[config.mk]
export PLATFORM = sky130hd
export DESIGN_NAME = flash_host
export DESIGN_NICKNAME = d
export VERILOG_FILES = /design/src/rtl/flash_host_pkg.sv /design/src/rtl/flash_host.sv /design/src/rtl/flash_bus_cycle.sv
export VERILOG_INCLUDE_DIRS = /design/src /design/src/rtl
export SDC_FILE = /design/constraint.sdc
export NUM_CORES = 1
export LEC_CHECK = 0
export BUFFER_PORTS_ARGS = -buffer_cell sky130_fd_sc_hd__buf_2
export CAP_MARGIN = 20
export CELL_PAD_IN_SITES_DETAIL_PLACEMENT = 1
export CELL_PAD_IN_SITES_GLOBAL_PLACEMENT = 2
export CORE_MARGIN = 8
export CORE_UTILIZATION = 29
export DETAILED_ROUTE_END_ITERATION = 10
export MAX_ROUTING_LAYER = met4
export PLACE_DENSITY = 0.76
export RECOVER_POWER = 25
export SLEW_MARGIN = 25
export SYNTH_ARGS = -nofsm -noshare
export SYNTH_HDL_FRONTEND = slang
export SYNTH_SLANG_ARGS = --single-unit
[constraint.sdc]
create_clock -name core_clk_i -period 2.5 [get_ports core_clk_i]
set_input_delay 0.5 -clock core_clk_i [delete_from_list [all_inputs] [get_ports core_clk_i]]
set_output_delay 0.5 -clock core_clk_i [all_outputs]
set_load 0.1 [all_outputs]
[src/rtl/flash_host_params.svh]
// Timing counts, pin widths and command codes for the parallel flash host.
// Assumes a 250 MHz core clock (4 ns period).
`ifndef FLASH_HOST_PARAMS_SVH
`define FLASH_HOST_PARAMS_SVH
`define CLK_PERIOD_PS      4000
`define ADDR_W             18
`define DATA_W             16
`define T_ACC_NS           70
`define T_WP_NS            35
`define T_WPH_NS           30
`define T_RP_NS            500
`define T_RH_NS            50
`define T_READY_NS         20000
`define T_ACC_CYC          ((`T_ACC_NS * 1000 + `CLK_PERIOD_PS - 1) / `CLK_PERIOD_PS)
`define T_WP_CYC           ((`T_WP_NS * 1000 + `CLK_PERIOD_PS - 1) / `CLK_PERIOD_PS)
`define T_WPH_CYC          ((`T_WPH_NS * 1000 + `CLK_PERIOD_PS - 1) / `CLK_PERIOD_PS)
`define T_RP_CYC           ((`T_RP_NS * 1000 + `CLK_PERIOD_PS - 1) / `CLK_PERIOD_PS)
`define T_RH_CYC           ((`T_RH_NS * 1000 + `CLK_PERIOD_PS - 1) / `CLK_PERIOD_PS)
`define T_READY_CYC        ((`T_READY_NS * 1000 + `CLK_PERIOD_PS - 1) / `CLK_PERIOD_PS)
`define UNLOCK1_ADDR       18'h00555
`define UNLOCK2_ADDR       18'h002AA
`define UNLOCK1_DATA       16'h00AA
`define UNLOCK2_DATA       16'h0055
`define CMD_PROGRAM        16'h00A0
`define CMD_BYPASS_ENTER   16'h0020
`define CMD_ERASE_SETUP    16'h0080
`define CMD_SECTOR_ERASE   16'h0030
`define CMD_CHIP_ERASE     16'h0010
`define CMD_IDENTIFY       16'h0090
`define CMD_READ_RESET     16'h00F0
`define PROT_ADDR_MASK     18'h00043
`define PROT_ADDR_VALUE    18'h00002
`endif

[src/rtl/flash_host_pkg.sv]
// Types shared by the parallel flash host files.
// Assumes nothing of its surroundings.
package flash_host_pkg;
    typedef enum logic [3:0] {
        OP_READ,
        OP_WRITE,
        OP_PROGRAM,
        OP_BYPASS_PROGRAM,
        OP_BYPASS_ENTER,
        OP_SECTOR_ERASE,
        OP_SECTOR_ERASE_MORE,
        OP_CHIP_ERASE,
        OP_IDENTIFY,
        OP_READ_RESET,
        OP_HW_RESET,
        OP_PROTECT
    } host_op_e;
    typedef logic [17:0] flash_addr_t;
    typedef logic [15:0] flash_data_t;
endpackage : flash_host_pkg

[src/rtl/flash_host.sv]
// Host controller that drives a parallel NOR flash through its pins.
// Assumes the flash's pins are wired directly; the wire level is resolved outside.
`timescale 1ns/1ps
`include "flash_host_params.svh"
module flash_host (
    input  wire logic                        core_clk_i,
    input  wire logic                        reset_n_i,
    input  wire logic                        req_valid_i,
    output logic                             req_ready_o,
    input  wire flash_host_pkg::host_op_e    req_op_i,
    input  wire flash_host_pkg::flash_addr_t req_addr_i,
    input  wire flash_host_pkg::flash_data_t req_data_i,
    input  wire logic                        byte_mode_i,
    input  wire logic                        protect_alt_i,
    output logic                             resp_valid_o,
    output flash_host_pkg::flash_data_t      resp_data_o,
    output logic                             bypass_active_o,
    output logic                             aborted_o,
    output flash_host_pkg::flash_addr_t      addr_o,
    output logic                             top_data_or_low_address_o,
    input  wire flash_host_pkg::flash_data_t dq_i,
    output flash_host_pkg::flash_data_t      dq_o,
    output logic                             dq_oe_o,
    output logic                             chip_select_n_o,
    output logic                             output_gate_n_o,
    output logic                             write_strobe_n_o,
    output logic                             width_select_n_o,
    output logic                             hardware_clear_n_o,
    output logic                             clear_elevated_o,
    output logic                             id_voltage_address_elevated_o,
    output logic                             output_gate_elevated_o,
    input  wire logic                        ready_busy_n_i
);
    import flash_host_pkg::*;
    typedef enum logic [2:0] {H_IDLE, H_SEQ, H_BUS, H_RESET_PULSE, H_RESET_WAIT, H_RECOVER} host_state_e;
    localparam logic [15:0] RP_CYC    = 16'(`T_RP_CYC);
    localparam logic [15:0] RH_CYC    = 16'(`T_RH_CYC);
    localparam logic [15:0] READY_CYC = 16'(`T_READY_CYC);

    // Number of bus cycles (steps) in the command sequence of each operation
    function automatic logic [2:0] seq_len(input host_op_e op);
        case (op)
            OP_PROGRAM, OP_SECTOR_ERASE_MORE: seq_len = (op == OP_PROGRAM) ? 3'd4 : 3'd1;
            OP_BYPASS_PROGRAM:                seq_len = 3'd2;
            OP_BYPASS_ENTER, OP_IDENTIFY:     seq_len = 3'd3;
            OP_SECTOR_ERASE, OP_CHIP_ERASE:   seq_len = 3'd6;
            OP_READ, OP_WRITE, OP_READ_RESET: seq_len = 3'd1;
            OP_PROTECT:                       seq_len = 3'd2;
            default:                          seq_len = 3'd0;
        endcase
    endfunction : seq_len

    host_state_e state, next_state;
    host_op_e    op, next_op;
    flash_addr_t addr, next_addr;
    flash_data_t data, next_data;
    logic [2:0]  step, next_step;
    logic [15:0] timer, next_timer;
    logic [15:0] wait_cnt, next_wait_cnt;
    logic        bypass, next_bypass;
    logic        aborted, next_aborted;
    logic        busy_seen, next_busy_seen;
    logic        resp_valid, next_resp_valid;
    logic        byte_mode, next_byte_mode;
    logic        alt, next_alt;

    logic        cyc_start, cyc_write, cyc_ready, cyc_done;
    flash_addr_t cyc_addr;
    flash_data_t cyc_wdata, cyc_rdata, bus_dq;

    // Pick the address, data and direction of the current step
    always_comb begin
        cyc_addr  = addr;
        cyc_wdata = data;
        cyc_write = 1'b1;
        case (op)
            OP_READ: cyc_write = 1'b0;
            OP_PROTECT: begin
                cyc_addr  = (addr & ~`PROT_ADDR_MASK) | `PROT_ADDR_VALUE;
                cyc_write = (step == 3'd0);
            end
            OP_WRITE: cyc_write = 1'b1;
            default: begin
                if (op == OP_BYPASS_PROGRAM) begin
                    cyc_addr  = (step == 3'd0) ? `UNLOCK1_ADDR : addr;
                    cyc_wdata = (step == 3'd0) ? `CMD_PROGRAM : data;
                end else if (op == OP_SECTOR_ERASE_MORE) begin
                    cyc_wdata = `CMD_SECTOR_ERASE;
                end else if (op == OP_PROGRAM && step == 3'd3) begin
                    cyc_wdata = data;
                end else if (step == 3'd0 || step == 3'd3) begin
                    cyc_addr  = `UNLOCK1_ADDR;
                    cyc_wdata = `UNLOCK1_DATA;
                end else if (step == 3'd1 || step == 3'd4) begin
                    cyc_addr  = `UNLOCK2_ADDR;
                    cyc_wdata = `UNLOCK2_DATA;
                end else if (step == 3'd2) begin
                    cyc_addr = `UNLOCK1_ADDR;
                    case (op)
                        OP_PROGRAM:      cyc_wdata = `CMD_PROGRAM;
                        OP_BYPASS_ENTER: cyc_wdata = `CMD_BYPASS_ENTER;
                        OP_IDENTIFY:     cyc_wdata = `CMD_IDENTIFY;
                        default:         cyc_wdata = `CMD_ERASE_SETUP;
                    endcase
                end else if (op == OP_CHIP_ERASE) begin
                    cyc_addr  = `UNLOCK1_ADDR;
                    cyc_wdata = `CMD_CHIP_ERASE;
                end else begin
                    cyc_wdata = `CMD_SECTOR_ERASE;
                end
                if (op == OP_READ_RESET) begin
                    cyc_wdata = `CMD_READ_RESET;
                end
            end
        endcase
    end

    always_comb begin
        next_state      = state;
        next_op         = op;
        next_addr       = addr;
        next_data       = data;
        next_step       = step;
        next_timer      = timer;
        next_bypass     = bypass;
        next_aborted    = aborted;
        next_busy_seen  = busy_seen;
        next_resp_valid = 1'b0;
        next_byte_mode  = byte_mode;
        next_alt        = alt;
        cyc_start       = 1'b0;
        next_wait_cnt   = (state == H_RESET_WAIT) ? wait_cnt + 16'h0001 : 16'h0000;
        case (state)
            H_IDLE: begin
                if (req_valid_i) begin
                    next_op        = req_op_i;
                    next_addr      = req_addr_i;
                    next_data      = req_data_i;
                    next_step      = 3'd0;
                    next_byte_mode = byte_mode_i;
                    next_alt       = protect_alt_i;
                    next_state     = (req_op_i == OP_HW_RESET) ? H_RESET_PULSE : H_SEQ;
                    next_timer     = RP_CYC;
                    next_aborted   = 1'b0;
                    next_busy_seen = 1'b0;
                end
            end
            H_SEQ: begin
                if (cyc_ready) begin
                    cyc_start  = 1'b1;
                    next_state = H_BUS;
                end
            end
            H_BUS: begin
                if (cyc_done) begin
                    if (step + 3'd1 >= seq_len(op)) begin
                        next_state      = H_IDLE;
                        next_resp_valid = 1'b1;
                        if (op == OP_BYPASS_ENTER) begin
                            next_bypass = 1'b1;
                        end else if (op == OP_READ_RESET) begin
                            next_bypass = 1'b0;
                        end
                    end else begin
                        next_step  = step + 3'd1;
                        next_state = H_SEQ;
                    end
                end
            end
            H_RESET_PULSE: begin
                if (!ready_busy_n_i) begin
                    next_busy_seen = 1'b1;
                end
                if (timer > 16'h0001) begin
                    next_timer = timer - 16'h0001;
                end else begin
                    next_state = H_RESET_WAIT;
                    next_timer = READY_CYC;
                end
            end
            H_RESET_WAIT: begin
                if (ready_busy_n_i || timer <= 16'h0001) begin
                    next_state = H_RECOVER;
                    next_timer = RH_CYC;
                end else begin
                    next_timer = timer - 16'h0001;
                end
            end
            default: begin
                if (timer > 16'h0001) begin
                    next_timer = timer - 16'h0001;
                end else begin
                    next_state      = H_IDLE;
                    next_bypass     = 1'b0;
                    next_aborted    = busy_seen;
                    next_resp_valid = 1'b1;
                end
            end
        endcase
    end

    always_ff @(posedge core_clk_i) begin
        if (!reset_n_i) begin
            state      <= H_IDLE;
            op         <= OP_READ;
            addr       <= 18'h00000;
            data       <= 16'h0000;
            step       <= 3'd0;
            timer      <= 16'h0000;
            wait_cnt   <= 16'h0000;
            bypass     <= 1'b0;
            aborted    <= 1'b0;
            busy_seen  <= 1'b0;
            resp_valid <= 1'b0;
            byte_mode  <= 1'b0;
            alt        <= 1'b0;
        end else begin
            state      <= next_state;
            op         <= next_op;
            addr       <= next_addr;
            data       <= next_data;
            step       <= next_step;
            timer      <= next_timer;
            wait_cnt   <= next_wait_cnt;
            bypass     <= next_bypass;
            aborted    <= next_aborted;
            busy_seen  <= next_busy_seen;
            resp_valid <= next_resp_valid;
            byte_mode  <= next_byte_mode;
            alt        <= next_alt;
        end
    end

    flash_bus_cycle u_cycle (
        .core_clk_i       (core_clk_i),
        .reset_n_i        (reset_n_i),
        .start_i          (cyc_start),
        .write_i          (cyc_write),
        .addr_i           (cyc_addr),
        .wdata_i          (cyc_wdata),
        .dq_i             (dq_i),
        .ready_o          (cyc_ready),
        .done_o           (cyc_done),
        .rdata_o          (cyc_rdata),
        .addr_o           (addr_o),
        .dq_o             (bus_dq),
        .dq_oe_o          (dq_oe_o),
        .chip_select_n_o  (chip_select_n_o),
        .output_gate_n_o  (output_gate_n_o),
        .write_strobe_n_o (write_strobe_n_o)
    );

    wire protect_active = (state == H_SEQ || state == H_BUS) && (op == OP_PROTECT);
    assign req_ready_o               = (state == H_IDLE);
    assign resp_valid_o              = resp_valid;
    // Byte mode: only the low lane carries data
    assign resp_data_o               = byte_mode ? {8'h00, cyc_rdata[7:0]} : cyc_rdata;
    assign dq_o                      = byte_mode ? {8'h00, bus_dq[7:0]} : bus_dq;
    assign top_data_or_low_address_o = byte_mode ? addr[0] : bus_dq[15];
    assign width_select_n_o          = !byte_mode;
    assign bypass_active_o           = bypass;
    assign aborted_o                 = aborted;
    assign hardware_clear_n_o        = (state != H_RESET_PULSE);
    assign clear_elevated_o          = protect_active && !alt;
    assign id_voltage_address_elevated_o = protect_active && alt;
    assign output_gate_elevated_o    = protect_active && alt && (step == 3'd0);

    a_clear_pulse_len: assert property (@(posedge core_clk_i) disable iff (!reset_n_i)
        $fell(hardware_clear_n_o) |-> !hardware_clear_n_o [*8])
        else $error("clear pulse too short");
    a_no_bus_in_reset: assert property (@(posedge core_clk_i) disable iff (!reset_n_i)
        !hardware_clear_n_o |-> chip_select_n_o)
        else $error("bus cycle during clear pulse");
    a_recovery_wait: assert property (@(posedge core_clk_i) disable iff (!reset_n_i)
        $rose(hardware_clear_n_o) |-> chip_select_n_o [*8])
        else $error("access before recovery time");
    a_width_follows: assert property (@(posedge core_clk_i) disable iff (!reset_n_i)
        !chip_select_n_o && !width_select_n_o |-> dq_o[15:8] == 8'h00)
        else $error("upper lane driven in byte mode");
    a_bypass_two_writes: assert property (@(posedge core_clk_i) disable iff (!reset_n_i)
        (state == H_BUS && op == OP_BYPASS_PROGRAM && cyc_done && step == 3'd1) |=> resp_valid_o)
        else $error("bypass program not two cycles");
    a_protect_pattern: assert property (@(posedge core_clk_i) disable iff (!reset_n_i)
        clear_elevated_o && !chip_select_n_o |-> addr_o[6] == 1'b0 && addr_o[1:0] == 2'b10)
        else $error("protect address pattern wrong");
    a_alt_gate: assert property (@(posedge core_clk_i) disable iff (!reset_n_i)
        output_gate_elevated_o |-> id_voltage_address_elevated_o && !clear_elevated_o)
        else $error("alternate protect pins inconsistent");
    a_ready_bound: assert property (@(posedge core_clk_i) disable iff (!reset_n_i)
        (state == H_RESET_WAIT) |-> (wait_cnt < READY_CYC))
        else $error("reset wait exceeded ready time");
endmodule : flash_host

[src/rtl/flash_bus_cycle.sv]
// One read or write bus cycle on the flash pins, timed by cycle counts.
// Assumes the caller holds start_i only while ready_o is high.
`timescale 1ns/1ps
`include "flash_host_params.svh"
module flash_bus_cycle (
    input  wire logic                      core_clk_i,
    input  wire logic                      reset_n_i,
    input  wire logic                      start_i,
    input  wire logic                      write_i,
    input  wire flash_host_pkg::flash_addr_t addr_i,
    input  wire flash_host_pkg::flash_data_t wdata_i,
    input  wire flash_host_pkg::flash_data_t dq_i,
    output logic                           ready_o,
    output logic                           done_o,
    output flash_host_pkg::flash_data_t    rdata_o,
    output flash_host_pkg::flash_addr_t    addr_o,
    output flash_host_pkg::flash_data_t    dq_o,
    output logic                           dq_oe_o,
    output logic                           chip_select_n_o,
    output logic                           output_gate_n_o,
    output logic                           write_strobe_n_o
);
    import flash_host_pkg::*;
    typedef enum logic [1:0] {CY_IDLE, CY_ACTIVE, CY_RECOVER} cyc_state_e;
    localparam logic [7:0] ACC_CYC = 8'(`T_ACC_CYC);
    localparam logic [7:0] WP_CYC  = 8'(`T_WP_CYC);
    localparam logic [7:0] WPH_CYC = 8'(`T_WPH_CYC);

    cyc_state_e  state, next_state;
    logic [7:0]  count, next_count;
    logic        wr, next_wr;
    flash_data_t rdata, next_rdata;
    flash_addr_t addr, next_addr;
    flash_data_t wdata, next_wdata;

    always_comb begin
        next_state = state;
        next_count = count;
        next_wr    = wr;
        next_rdata = rdata;
        next_addr  = addr;
        next_wdata = wdata;
        done_o     = 1'b0;
        case (state)
            CY_IDLE: begin
                if (start_i) begin
                    next_state = CY_ACTIVE;
                    next_wr    = write_i;
                    next_addr  = addr_i;
                    next_wdata = wdata_i;
                    next_count = write_i ? WP_CYC : ACC_CYC;
                end
            end
            CY_ACTIVE: begin
                if (count > 8'h01) begin
                    next_count = count - 8'h01;
                end else begin
                    if (!wr) begin
                        next_rdata = dq_i;
                    end
                    next_state = CY_RECOVER;
                    next_count = WPH_CYC;
                end
            end
            default: begin
                if (count > 8'h01) begin
                    next_count = count - 8'h01;
                end else begin
                    next_state = CY_IDLE;
                    done_o     = 1'b1;
                end
            end
        endcase
    end

    always_ff @(posedge core_clk_i) begin
        if (!reset_n_i) begin
            state <= CY_IDLE;
            count <= 8'h00;
            wr    <= 1'b0;
            rdata <= 16'h0000;
            addr  <= 18'h00000;
            wdata <= 16'h0000;
        end else begin
            state <= next_state;
            count <= next_count;
            wr    <= next_wr;
            rdata <= next_rdata;
            addr  <= next_addr;
            wdata <= next_wdata;
        end
    end

    assign ready_o          = (state == CY_IDLE);
    assign rdata_o          = rdata;
    assign addr_o           = addr;
    assign dq_o             = wdata;
    assign dq_oe_o          = (state == CY_ACTIVE) && wr;
    assign chip_select_n_o  = !(state == CY_ACTIVE);
    // Read: select and gate low, strobe high; write: select and strobe low, gate high
    assign output_gate_n_o  = !((state == CY_ACTIVE) && !wr);
    assign write_strobe_n_o = !((state == CY_ACTIVE) && wr);

    a_strobe_gate_exclusive: assert property (@(posedge core_clk_i) disable iff (!reset_n_i)
        !(!write_strobe_n_o && !output_gate_n_o))
        else $error("write strobe and output gate both low");
    a_write_cs_low: assert property (@(posedge core_clk_i) disable iff (!reset_n_i)
        !write_strobe_n_o |-> !chip_select_n_o)
        else $error("write strobe low without chip select");
    a_read_cs_low: assert property (@(posedge core_clk_i) disable iff (!reset_n_i)
        !output_gate_n_o |-> !chip_select_n_o && write_strobe_n_o && !dq_oe_o)
        else $error("read cycle pins wrong");
endmodule : flash_bus_cycle

==> summary.txt <==
Outcome
  – Status: completed

Worst setup path
  – Critical path buffers and inverters: 2
  – Crit Path Class: flip-flop to output port
  – Max stage delay cell, worst path: dfxtp_1
  – CP arrival: 1.89 ns
  – CP endpoint kind: output port
  – CP required: 2.00 ns
  – CP delay by family, top: simple AND/OR/NAND/NOR gates
  – Startpoint Class: flip-flop
  – CP Cell Sequence: buf_6 -> and3b_2 -> nand2_2 -> nor3_2 -> and3_2 -> buf_12
  – Critical Path Max Stage Delay: about 0.38 ns
  – Worst Path Max Fanout: 14

Floorplan
  – Die ar.: between 0.02 and 0.03 mm^2
  – Rows: 54
  – Initial Utilization: 0.2957
  – Die H: 165.4 um
  – Placeable Area: 0.02189 mm^2
  – # IOs: 124
  – Die width: 165.4 um

Layout
  – Core Util, Final: 0.3721
  – Fin nets: 1003
  – Most common cell after layout, fill and taps aside: nand2_1
  – Commonest non-fill, non-tap cells in the layout: nand2_1 (158), dfxtp_1 (125), a21oi_1 (107), buf_2 (83), clkbuf_1 (38)
  – Area Overhead vs Synth: 25.87%
  – Fillers: 2690
  – Inserted Diodes: 0
  – Share of cells above drive strength 1: 0.2182

Drt
  – Drc violations: 0
  – Starting DRT DRC Count: 352
  – Routed wire length: 21510 um
  – Drt pass-1 iters: 4
  – Total number of vias: 6243
  – Routed Antenna Nets: 0
  – Drt wl/cell: around 18 um
  – Avg Vias per Cell: 5.100

STA
  – Setup-failing EPs final: 0
  – Final hold violation count: 0
  – RSZ-0062 raised after global routing: no
  – Upper clock frequency limit: 418.7 MHz
  – Worst slew pin tran: around 1.2 ns
  – Period utilisation layout: 0.9554
  – Slew Limit Headroom: 0.1751
  – Fin. max-slew vios: 0
  – Fin crit period: 2.389 ns
  – Fin Hold WS: 0.3197 ns
  – Clock Skews: 0.01142 ns

Yosys
  – Cells after Synth: 816
  – Ys flop type: dfxtp_1
  – Asr flop ratio synth: 0
  – Synth Register Bits: approximately 130
  – Number of synthesized flops with an enable pin: 0
  – Share of synthesized area occupied by flip-flops and latches: 0.3928
  – Synth warn: 0
  – Syn_nets: roughly 890
  – Mean Syn Cell Area: 7.932 um^2
  – Mapped Area: 0.006472 mm^2
  – Count of cell types in the netlist: 84

Pwr
  – PwrDens: 1222 mW/mm^2
  – Leak: between 3 and 4 nW
  – Overall Power: 9.959 mW
  – Worst IR Drop VDD: 500.6 uV

Global route
  – Total GRT Usage: 0.1656
  – First-pass GRT wire length: 35110 um
  – Initial antenna violation count: 0
  – Largest net degree at the start of global routing: between 40 and 50
  – Grt ovf: 0
  – Vias in the first global route: 6604

Placement
  – IO Port Bufs: 123
  – Detail Placement HPWL: 15750 um
  – Final GP Congestion: 0.8672

Clock network
  – Clock buffer depth: 2
  – Later-pin clock latency in the skew report: 0.41 ns
  – CTS root buf: clkbuf_16
  – Total CTS buffers: 17
  – Clock-pin slew on the worst setup and hold paths: 0.06 ns
  – CTS tree: yes
  – Setup bufs post-CTS: 0
  – CTS Sinks: ~130
  – Htree depth: 4

Hold path
  – Type of the worst min-delay path: input port to flip-flop

Job
  – Max Cap Viol: 0
-- cell type report --
| class | instances | area (um^2) | share of cell area |
|---|---|---|---|
| Clock inverter | 12 | 181.4 | 0.02227 |
| Inverter | 20 | 78.83 | 0.009676 |
| Timing Repair Buffer | 164 | 979.7 | 0.1203 |
| Clock buffer | 20 | 456.7 | 0.05606 |
| Tap cell | 280 | 350.3 | 0.04300 |
| Sequential cell | 127 | 2545 | 0.3124 |
| Multi-Input combinational cell | 601 | 3555 | 0.4363 |
-- worst paths after layout --
kind                               startpoint                          endpoint  slack, ns  cells after the start
min                             req_data_i[9]              data[9]$_SDFFE_PN0P_       0.32                      3
max                        op[1]$_SDFFE_PN0P_            output_gate_elevated_o       0.11                      6
max reg2reg                op[2]$_SDFFE_PN0P_              step[1]$_SDFFE_PN0P_       0.17                      8
min reg2reg  u_cycle.rdata_o[13]$_SDFFE_PN0P_  u_cycle.rdata_o[13]$_SDFFE_PN0P_       0.45                      2
-- registers in the layout, summed over array words and instances, names as in the netlist --
signal	cells
addr	18
u_cycle.addr_o	18
data	16
timer	16
u_cycle.dq_o	16
u_cycle.rdata_o	16
u_cycle.count	8
op	4
state	3
step	3
u_cycle.state	2
aborted_o	1
alt	1
busy_seen	1
bypass_active_o	1
byte_mode	1
resp_valid_o	1
u_cycle.wr	1
-- worst reg2reg max path, stage by stage, from the launching register on --
cell and delay [ns]:
dfxtp_1 0.36, or3b_2 0.48, nand2_1 0.08, ha_1 0.21, nand2b_1 0.14, a21o_1 0.22
a2111oi_2 0.47, o211ai_1 0.13, a21oi_1 0.18
-- power by group --
group	internal, mW	switching (mW)	leakage, nW
registers	2.42	0.374	1.04
logic	1.29	3.19	1.80
clock network	1.73	0.960	0.299
total	5.43	4.53	3.14
-- timing repair --
action	CTS	global route
hold buffers	0	0
endpoints found under the setup margin	2	9
gates resized for setup	3	9
-- cells in the mapped netlist (14+ instances only) --
cell type | number | area, um^2
a21oi_1 | 107 | 535.5
a22o_1 | 16 | 140.1
buf_4 | 17 | 127.6
clkbuf_1 | 39 | 146.4
dfxtp_1 | 127 | 2542
inv_1 | 19 | 71.32
nand2_1 | 159 | 596.8
nand2b_1 | 14 | 87.58
nand3_1 | 14 | 70.07
nor2_1 | 36 | 135.1
nor2b_1 | 22 | 137.6
nor3_1 | 19 | 95.09
o21ai_0 | 35 | 175.2
-- through the flow --
step / setup WS, ns / cell area [um^2] / setup TNS [ns] / cells
after floorplan: -0.1391 / 6514 / -0.9536 / 816
after global placement: 0.2123 / 7518 / 0 / 1192
after detailed placement: 0.1904 / 7518 / 0 / 1192
after CTS: 0.02322 / 8168 / 0 / 1224
after global routing: 0.002463 / 8147 / 0 / 1224
final: 0.1115 / 8147 / 0 / 1224
-- cell families (layout without fill, tap and decap cells) --
| logic type | after synthesis | in the layout | share of synthesized area |
|---|---|---|---|
| DFF | 127 | 127 | 0.3928 |
| muxes | 3 | 3 | 0.004640 |
| buffers and inverters | 88 | 216 | 0.06650 |
| AOI/OAI and AO/OA | 255 | 255 | 0.2563 |
| and+or+nand+nor | 327 | 327 | 0.2511 |
| xor gates and xnor gates | 4 | 4 | 0.005414 |
| adders and majority gates | 12 | 12 | 0.02320 |
-- metal layers --
layer,global-route usage,vias to the layer above,wire (um)
met3,0.03024,15,620
li1,-,3116,-
met4,0.04505,0,284
met1,0.2014,3016,9979
met5,-,-,0
met2,0.2774,96,10630
Power figures use the tool's default switching activity.
